**config.mk**
```make
export PLATFORM = sky130hd
export DESIGN_NAME = ldm_line_diag_measurement
export DESIGN_NICKNAME = d
export VERILOG_FILES = /design/src/rtl/ldm_pkg.sv /design/src/rtl/ldm_line_diag_measurement.sv
export SDC_FILE = /design/constraint.sdc
export NUM_CORES = 2
export LEC_CHECK = 0
export BUFFER_PORTS_ARGS = -buffer_cell sky130_fd_sc_hd__buf_4
export CAP_MARGIN = 30
export CORE_ASPECT_RATIO = 0.7
export CORE_MARGIN = 3
export CORE_UTILIZATION = 40
export DETAILED_ROUTE_END_ITERATION = 10
export GPL_TIMING_DRIVEN = 1
export PLACE_DENSITY_LB_ADDON = 0.2
export SLEW_MARGIN = 20
export SYNTH_ARGS = -nofsm -noshare
export SYNTH_HDL_FRONTEND = slang
export SYNTH_SLANG_ARGS = --single-unit
export TNS_END_PERCENT = 1
```
**constraint.sdc**
```tcl
create_clock -name clk -period 16.5 [get_ports clk]
set_clock_uncertainty 0.05 [all_clocks]
set_input_delay 0 -clock clk [delete_from_list [all_inputs] [get_ports clk]]
set_output_delay 0 -clock clk [all_outputs]
set_load 0.01 [all_outputs]
```
**src/rtl/ldm_pkg.sv**
```systemverilog
// constants for the line diagnostic measurement path
package ldm_pkg;
    // ram location indices
    localparam logic [7:0] LDM_ADDR_LOOP_CUR  = 8'h08;
    localparam logic [7:0] LDM_ADDR_LONG_CUR  = 8'h09;
    localparam logic [7:0] LDM_ADDR_RING_CUR  = 8'h12;
    localparam logic [7:0] LDM_ADDR_DC_RES    = 8'h33;
    localparam logic [7:0] LDM_ADDR_DC_COEFF  = 8'h34;
    localparam logic [7:0] LDM_ADDR_AC_RES    = 8'h35;
    localparam logic [7:0] LDM_ADDR_AC_COEFF  = 8'h36;
    localparam logic [7:0] LDM_ADDR_PEAK_RES  = 8'h37;

    localparam int          LDM_DATA_W        = 16;
    localparam int          LDM_ADDR_W        = 8;
    localparam logic [15:0] LDM_RESET_VALUE   = 16'h0000;
    // coefficient field sits in bits 15:3, bits 2:0 unused
    localparam logic [15:0] LDM_COEFF_MASK    = 16'hfff8;
    localparam int          LDM_ACC_FRAC      = 16;

    // current scaling: lsb in nA, full range in uA
    localparam int          LDM_CUR_LSB_NA    = 3097;
    localparam int          LDM_CUR_RANGE_UA  = 101090;
    localparam logic [14:0] LDM_CUR_MAX_COUNT =
        15'(64'(LDM_CUR_RANGE_UA) * 64'd1000 / 64'(LDM_CUR_LSB_NA));

    // refresh timing of the real-time current values
    localparam int          LDM_CLK_HZ        = 125_000_000;
    localparam int          LDM_REFRESH_HZ    = 800;
    localparam int          LDM_REFRESH_CYC   = LDM_CLK_HZ / LDM_REFRESH_HZ;

    // peak detector decay: drops by value >> this per sample
    localparam int          LDM_PEAK_DECAY_SH = 8;

    // square root engine
    localparam logic [31:0] LDM_ROOT_ONE_INIT = 32'h4000_0000;
    localparam logic [31:0] LDM_ROOT_ONE_LAST = 32'h0000_0001;

    typedef enum logic [1:0] {
        LDM_ROOT_IDLE = 2'b01,
        LDM_ROOT_RUN  = 2'b10
    } ldm_root_e;
endpackage

```
**src/rtl/ldm_line_diag_measurement.sv**
```systemverilog
// diagnostic measurement path behind the monitor converter
//
// Summary of operation
// - dc location holds low-pass filtered converter level
// - dc filter coefficient from bits 15:3
// - ac rms filter coefficient from bits 15:3
// - peak location holds filtered peak amplitude
// - monitor input select steers converter source
// - loop current refreshed 800 Hz, sign-magnitude
// - longitudinal current refreshed 800 Hz, sign-magnitude
// - ring transistor current two's complement, 16 bit
// - coefficients and results reset to zero
// - ac location holds rms value, below 300 Hz
`timescale 1ns/10ps
`default_nettype none
module ldm_line_diag_measurement #(
    parameter int REFRESH_CYC = ldm_pkg::LDM_REFRESH_CYC,
    parameter int SEL_W       = 4
) (
    input  wire logic                            clk,
    input  wire logic                            rst_n,
    input  wire logic [ldm_pkg::LDM_ADDR_W-1:0]  ramAddr,
    input  wire logic                            ramWrEn,
    input  wire logic [ldm_pkg::LDM_DATA_W-1:0]  ramWrData,
    input  wire logic                            ramRdEn,
    output logic      [ldm_pkg::LDM_DATA_W-1:0]  ramRdData,
    output logic                                 ramRdValid,
    input  wire logic [SEL_W-1:0]                monitorInputSelect,
    output logic      [SEL_W-1:0]                monitorSelOut,
    input  wire logic signed [15:0]              adcSample,
    input  wire logic                            adcValid,
    input  wire logic signed [15:0]              loopCurrentIn,
    input  wire logic signed [15:0]              longCurrentIn,
    input  wire logic signed [15:0]              ringCurrentIn,
    input  wire logic                            ringCurrentValid
);
    import ldm_pkg::*;
    // refuse settings the refresh counter or select path cannot serve
    if (REFRESH_CYC < 2 || SEL_W < 1) begin : gCheck
        $error("REFRESH_CYC must be at least 2 and SEL_W at least 1");
    end
    localparam int CNT_W = $clog2(REFRESH_CYC);
    localparam logic [CNT_W-1:0] CNT_LAST = CNT_W'(REFRESH_CYC - 1);
    // one step of a first order filter in 16.16 fixed point
    function automatic logic signed [31:0] lpfStep(
        input logic signed [31:0] acc,
        input logic signed [31:0] tgt,
        input logic        [15:0] k
    );
        logic signed [32:0] diff;
        logic signed [49:0] prod;
        diff = $signed({tgt[31], tgt}) - $signed({acc[31], acc});
        prod = diff * $signed({1'b0, k});
        lpfStep = acc + prod[47:16];
    endfunction

    // two's complement to sign-magnitude, clamped to the full range
    function automatic logic [15:0] toSignMag(input logic signed [15:0] v);
        logic [15:0] mag;
        mag = v[15] ? 16'(-v) : 16'(v);
        if (mag > {1'b0, LDM_CUR_MAX_COUNT}) begin
            mag = {1'b0, LDM_CUR_MAX_COUNT};
        end
        toSignMag = {v[15], mag[14:0]};
    endfunction

    // saturate a 17 bit signed value into 16 bits
    function automatic logic signed [15:0] sat16(input logic signed [16:0] v);
        if (v[16] != v[15]) begin
            sat16 = v[16] ? 16'sh8000 : 16'sh7fff;
        end else begin
            sat16 = v[15:0];
        end
    endfunction

    function automatic logic selHit(
        input logic [LDM_ADDR_W-1:0] a,
        input logic [LDM_ADDR_W-1:0] loc
    );
        selHit = (a == loc);
    endfunction

    logic        [15:0] dcCoeff_ff;
    logic        [15:0] acCoeff_ff;
    logic signed [31:0] dcAcc_ff;
    logic signed [31:0] msAcc_ff;
    logic               msNew_ff;
    logic        [15:0] acResult_ff;
    logic        [15:0] peak_ff;
    logic        [15:0] loopCur_ff;
    logic        [15:0] longCur_ff;
    logic        [15:0] ringCur_ff;
    logic   [CNT_W-1:0] refreshCnt_ff;
    logic        [31:0] rootOp_ff;
    logic        [31:0] rootRes_ff;
    logic        [31:0] rootOne_ff;
    ldm_root_e          rootState_ff;
    logic        [15:0] ramRdData_ff;
    logic               ramRdValid_ff;
    logic   [SEL_W-1:0] monitorSel_ff;
    logic signed [15:0] dcNow;
    logic signed [15:0] acDev;
    logic        [31:0] acSquare;
    logic        [15:0] absSample;
    logic               refreshTick;
    logic        [15:0] coeffWrData;
    logic        [31:0] rootTry;

    assign dcNow       = dcAcc_ff[31:16];
    assign acDev       = sat16(17'(adcSample) - 17'(dcNow));
    assign acSquare    = 32'(acDev * acDev);
    assign absSample   = adcSample[15] ? 16'(-adcSample) : 16'(adcSample);
    assign refreshTick = (refreshCnt_ff == CNT_LAST);
    assign coeffWrData = ramWrData & LDM_COEFF_MASK;
    assign rootTry     = rootRes_ff + rootOne_ff;

    // selection is forwarded to the converter mux
    always_ff @(posedge clk) begin
        if (!rst_n) begin
            monitorSel_ff <= '0;
        end else begin
            monitorSel_ff <= monitorInputSelect;
        end
    end

    // coefficient locations, low bits dropped on write
    always_ff @(posedge clk) begin
        if (!rst_n) begin
            dcCoeff_ff <= LDM_RESET_VALUE;
            acCoeff_ff <= LDM_RESET_VALUE;
        end else if (ramWrEn) begin
            if (selHit(ramAddr, LDM_ADDR_DC_COEFF)) begin
                dcCoeff_ff <= coeffWrData;
            end
            if (selHit(ramAddr, LDM_ADDR_AC_COEFF)) begin
                acCoeff_ff <= coeffWrData;
            end
        end
    end

    // dc low-pass; a new sample wins over a software write
    always_ff @(posedge clk) begin
        if (!rst_n) begin
            dcAcc_ff <= '0;
        end else if (adcValid) begin
            dcAcc_ff <= lpfStep(dcAcc_ff, {adcSample, 16'h0000},
                                dcCoeff_ff);
        end else if (ramWrEn && selHit(ramAddr, LDM_ADDR_DC_RES)) begin
            dcAcc_ff <= {ramWrData, 16'h0000};
        end
    end

    // mean square of the dc-removed signal feeds the root engine
    always_ff @(posedge clk) begin
        if (!rst_n) begin
            msAcc_ff <= '0;
            msNew_ff <= 1'b0;
        end else begin
            if (adcValid) begin
                msAcc_ff <= lpfStep(msAcc_ff, acSquare, acCoeff_ff);
            end
            // a pending result is kept until the engine takes it
            if (adcValid) begin
                msNew_ff <= 1'b1;
            end else if (rootState_ff == LDM_ROOT_IDLE) begin
                msNew_ff <= 1'b0;
            end
        end
    end

    // bit-serial square root, one result bit per clock; slow enough
    // for the sub 300 Hz content this location is meant for
    always_ff @(posedge clk) begin
        if (!rst_n) begin
            rootState_ff <= LDM_ROOT_IDLE;
            rootOp_ff    <= '0;
            rootRes_ff   <= '0;
            rootOne_ff   <= '0;
            acResult_ff  <= LDM_RESET_VALUE;
        end else begin
            case (rootState_ff)
                LDM_ROOT_IDLE: begin
                    if (msNew_ff) begin
                        rootOp_ff    <= msAcc_ff[31] ? '0 : msAcc_ff;
                        rootRes_ff   <= '0;
                        rootOne_ff   <= LDM_ROOT_ONE_INIT;
                        rootState_ff <= LDM_ROOT_RUN;
                    end else if (ramWrEn &&
                                 selHit(ramAddr, LDM_ADDR_AC_RES)) begin
                        acResult_ff <= ramWrData;
                    end
                end
                LDM_ROOT_RUN: begin
                    if (rootOp_ff >= rootTry) begin
                        rootOp_ff  <= rootOp_ff - rootTry;
                        rootRes_ff <= (rootRes_ff >> 1) + rootOne_ff;
                    end else begin
                        rootRes_ff <= rootRes_ff >> 1;
                    end
                    rootOne_ff <= rootOne_ff >> 2;
                    if (rootOne_ff == LDM_ROOT_ONE_LAST) begin
                        acResult_ff  <= (rootOp_ff >= rootTry) ?
                            16'((rootRes_ff >> 1) + rootOne_ff) :
                            16'(rootRes_ff >> 1);
                        rootState_ff <= LDM_ROOT_IDLE;
                    end
                end
                default: begin
                    rootState_ff <= LDM_ROOT_IDLE;
                end
            endcase
        end
    end

    // peak follower: jumps up at once, decays slowly
    always_ff @(posedge clk) begin
        if (!rst_n) begin
            peak_ff <= LDM_RESET_VALUE;
        end else if (adcValid) begin
            if (absSample > peak_ff) begin
                peak_ff <= absSample;
            end else begin
                peak_ff <= peak_ff - (peak_ff >> LDM_PEAK_DECAY_SH);
            end
        end else if (ramWrEn && selHit(ramAddr, LDM_ADDR_PEAK_RES)) begin
            peak_ff <= ramWrData;
        end
    end

    // free running refresh divider
    always_ff @(posedge clk) begin
        if (!rst_n) begin
            refreshCnt_ff <= '0;
        end else if (refreshTick) begin
            refreshCnt_ff <= '0;
        end else begin
            refreshCnt_ff <= refreshCnt_ff + 1'b1;
        end
    end

    // real-time currents; refresh overrides a same-cycle write
    always_ff @(posedge clk) begin
        if (!rst_n) begin
            loopCur_ff <= LDM_RESET_VALUE;
            longCur_ff <= LDM_RESET_VALUE;
        end else if (refreshTick) begin
            loopCur_ff <= toSignMag(loopCurrentIn);
            longCur_ff <= toSignMag(longCurrentIn);
        end else if (ramWrEn) begin
            if (selHit(ramAddr, LDM_ADDR_LOOP_CUR)) begin
                loopCur_ff <= ramWrData;
            end
            if (selHit(ramAddr, LDM_ADDR_LONG_CUR)) begin
                longCur_ff <= ramWrData;
            end
        end
    end

    // ring transistor current kept in two's complement
    always_ff @(posedge clk) begin
        if (!rst_n) begin
            ringCur_ff <= LDM_RESET_VALUE;
        end else if (ringCurrentValid) begin
            ringCur_ff <= ringCurrentIn;
        end else if (ramWrEn && selHit(ramAddr, LDM_ADDR_RING_CUR)) begin
            ringCur_ff <= ramWrData;
        end
    end

    // registered read port, unmapped locations read zero
    always_ff @(posedge clk) begin
        if (!rst_n) begin
            ramRdData_ff  <= '0;
            ramRdValid_ff <= 1'b0;
        end else begin
            ramRdValid_ff <= ramRdEn;
            if (ramRdEn) begin
                case (ramAddr)
                    LDM_ADDR_LOOP_CUR: ramRdData_ff <= loopCur_ff;
                    LDM_ADDR_LONG_CUR: ramRdData_ff <= longCur_ff;
                    LDM_ADDR_RING_CUR: ramRdData_ff <= ringCur_ff;
                    LDM_ADDR_DC_RES:   ramRdData_ff <= dcNow;
                    LDM_ADDR_DC_COEFF: ramRdData_ff <= dcCoeff_ff;
                    LDM_ADDR_AC_RES:   ramRdData_ff <= acResult_ff;
                    LDM_ADDR_AC_COEFF: ramRdData_ff <= acCoeff_ff;
                    LDM_ADDR_PEAK_RES: ramRdData_ff <= peak_ff;
                    default:           ramRdData_ff <= '0;
                endcase
            end
        end
    end

    assign ramRdData     = ramRdData_ff;
    assign ramRdValid    = ramRdValid_ff;
    assign monitorSelOut = monitorSel_ff;
endmodule

`default_nettype wire

```
==> impl_results.md <==
- Avg Cell Area, Syn: 8.547 um2
- Seq/Total Area, Yosys: 9.781%
- Ys flop type: dfxtp_1
- Clock Sinks: 292
- Nets@finish: 8919
- Top delay family on crit path: adder cells
- FF+latch count, synth: 292
- Largest fanout on the critical path: 9
- Bufs and invs on worst path: 16
- Wire per inst: 20.76 um
- TritonRoute pass-1 iters: 10
- Clock latency on the worst-skew pair: 0.61 ns
- YS warnings: 0
- Core area: 148100 um2
- Iter 0 DRT Violations: 4431
- FFs w/ async S/R, synth: 0%
- Final Hold Vio Count: 0
- Critical path class: reg -> reg
- Final worst slack: 0.5508 ns
- Drt via density: 5.331
- Final worst path period need: 15.95 ns
- Rows: 118
- DP HPWL: 155000 um
- Netlist cell types: 99
- Die X: 468.0 um
- Syn-to-layout area delta: 14.19%
- Slew Limit Fails: 0
- Num CTS Buffers: 38
- Root Driver: clkbuf_16
- Required time of the critical path: 16.98 ns
- Hold EP: peak_ff[3]
- CP Capture Type: flip-flop
- Crit path DAT: 16.43 ns
- Final worst path period share: 96.66%
- Slew headroom: 34.74%
- Largest net degree at the start of global routing: 100
- Crit-path max cell delay: 0.59 ns
- Register-to-register setup slack: 0.55 ns
- Syn_nets: 8593
- Via count: 49750
- Setup violators final: 0
- EDFF count, synth: 0
- GRT Residual Overflow: 0
- HP Start: adcSample[3]
- Total track usage: 25.24%
- CP Launch Type: flip-flop
- Initial antenna violation count: 7
- Class of the worst hold path: in -> reg
- Htree depth: 2
- Routed WL: 193700 um
- RD Place Congestion: 0.9857
- Clk slew on worst S/H paths: 0.07 ns
- Num ports: 119
- Slew @ Worst Pin: 0.9779 ns
- Hold path depth: 4
- # fillers: 14540
- Fraction of layout cells with a size suffix above 1: 10.51%
- Port bufs: 118
- Vias in the first global route: 50500
- Reg-to-reg critical path startpoint: dcAcc_ff[17]
- Fmax: 62.70 MHz
- Max-cap viol count: 0
- Syn Std Cell Area: 59770 um2
- R2r worst-path depth: 67
- CTS tree: done
- Die Ht: 329.4 um
- Clk buf depth: 3
- Crit-path most repeated cell: fa_1
- Die area: 154200 um2
- Post-route ant nets: 0
- DRC errors left: 0
- Outcome: completed
- Starting density of the core: 40.36%
- Pre-CTS setup slack: 0.1255 ns
- Syn Inst Count: 6993
- Reg2reg end: msAcc_ff[31]
- Global-route wire length before repair: 302700 um
- Critical Path Slowest Stage Cell: fa_1
==> synth_stat cells, types with 36 or more instances <==
cell type     n  area share (%)
inv_1      1178             7.4
fa_1       1031              35
nand2_1     738             4.6
ha_1        471             9.9
nor2_1      462             2.9
and2_1      454             4.8
a21oi_1     371             3.1
clkbuf_1    303             1.9
dfxtp_1     292             9.8
xnor2_1     223             3.3
o21ai_0     199             1.7
xor2_1      128             1.9
nand3_1     110            0.92
a21o_1       93             1.2
mux2i_1      76             1.3
a211oi_1     73            0.92
nor3_1       72            0.60
o21a_1       58            0.73
and3_1       45            0.47
mux2_2       45            0.85
a31oi_1      41            0.43
nand2b_1     40            0.42
nor2b_1      39            0.41
nand4_1      38            0.40
o21bai_1     36            0.45
==> worst max-delay path by stage <==
stage	cells after the start	slack, ns	to	startpoint
after global placement	66	0.12	msAcc_ff[31]	dcAcc_ff[16]
after global routing	72	-0.08	msAcc_ff[31]	dcAcc_ff[17]
after detailed placement	67	0.13	msAcc_ff[31]	dcAcc_ff[16]
after floorplan	67	0.84	msAcc_ff[31]	dcAcc_ff[17]
final	67	0.55	msAcc_ff[31]	dcAcc_ff[17]
after CTS	67	0.08	msAcc_ff[31]	dcAcc_ff[16]
==> flip-flops by register name, indices dropped and copies added, names as in the netlist <==
register / flops
acCoeff_ff: 13
acResult_ff: 16
dcAcc_ff: 32
dcCoeff_ff: 13
longCur_ff: 16
loopCur_ff: 16
monitorSelOut: 4
msAcc_ff: 32
msNew_ff: 1
peak_ff: 16
ramRdData: 16
ramRdValid: 1
refreshCnt_ff: 18
ringCur_ff: 16
rootOne_ff: 16
rootOp_ff: 32
rootRes_ff: 32
rootState_ff: 2
==> cells by family (layout without fill, tap and decap cells) <==
logic type / Yosys count / after routing / share of synthesized area [%]
compound gates: 1111 / 1111 / 11.91
xor+xnor: 352 / 352 / 5.181
fa+ha+maj: 1503 / 1503 / 44.41
buf+inv: 1504 / 1857 / 9.467
flops: 292 / 292 / 9.781
mux: 132 / 132 / 2.535
other cells: 0 / 5 / 0
simple gates: 2099 / 2099 / 16.72
==> layout by cell type, fill, tap and decap left out, types with 12 or more instances in the layout <==
cell type      Yosys  routed
a222oi_1          13      13
buf_6              0      18
o21ai_0          199     182
a21o_1            93      93
a31oi_1           41      41
nor4_1            17      15
ha_1             471     461
nand4_1           38      38
and3_1            45      44
xnor2_2            0      22
nor3_1            72      68
inv_1           1178    1171
a31o_2            21      21
o31ai_1           21      19
dfxtp_1          292     290
nor2b_1           39      37
xor2_1           128     125
a21oi_2            2      22
fa_1            1031    1024
or3_1             25      25
a22oi_1           27      27
a21oi_1          371     351
o22ai_1           12      12
nand2b_1          40      40
a211oi_1          73      69
buf_4              0     414
clkbuf_16          0      38
nor2_2             0      21
and2_1           454     452
o21a_1            58      56
nand2_1          738     729
dlygate4sd3_1      0     167
xnor2_1          223     201
o21bai_1          36      35
nor2_1           462     431
mux2i_1           76      76
nand3_1          110     109
o21ai_1           17      26
mux2_2            45      45
==> layout make-up <==
type | instances | area, um2 | area share (%)
Antenna cell | 5 | 12.51 | 0.01833
Clock buffer | 48 | 1049 | 1.536
Clock inverter | 19 | 256.5 | 0.3758
Inverter | 1182 | 4451 | 6.521
Multi-Input combinational cell | 5197 | 49020 | 71.82
Sequential cell | 292 | 5848 | 8.569
Tap cell | 1980 | 2477 | 3.630
Timing Repair Buffer | 608 | 5137 | 7.527
==> stage by stage <==
stage                     util (%)  cell area [um2]  instances  setup TNS, ns  hold slack (ns)
after floorplan                  -            59770       6993              0          0.07171
after global placement       43.41            64290       9060              0           0.1563
after detailed placement     43.44            64330       9063              0           0.1617
after CTS                    45.45            67300       9297              0        0.0002856
after global routing         46.08            68240       9326       -0.08495          0.03666
final                        46.09            68250       9331              0         0.009911
==> layer usage <==
metal	vias to the layer above	global-route usage (%)	routed length [um]
met5	-	0	0
met4	0	5.380	4869
met3	219	3.376	13170
met2	1608	37.09	79980
met1	25010	39.17	95660
li1	22910	-	-
==> tightest hold or removal path: stages <==
cell and delay, ns:
buf_4 0.19, xnor2_1 0.17, o21ai_0 0.18, a211oi_1 0.07
==> timing repair <==
action                                 in CTS  in global routing
endpoints found under the hold margin     165                  0
resized for setup                           0                196
setup buffers                               0                 23
setup endpoints to repair                   0                 12
hold buffers                              167                  0
Power is not shown: default switching activity piles up to over one toggle a cycle in this logic, so the estimate is an artifact.
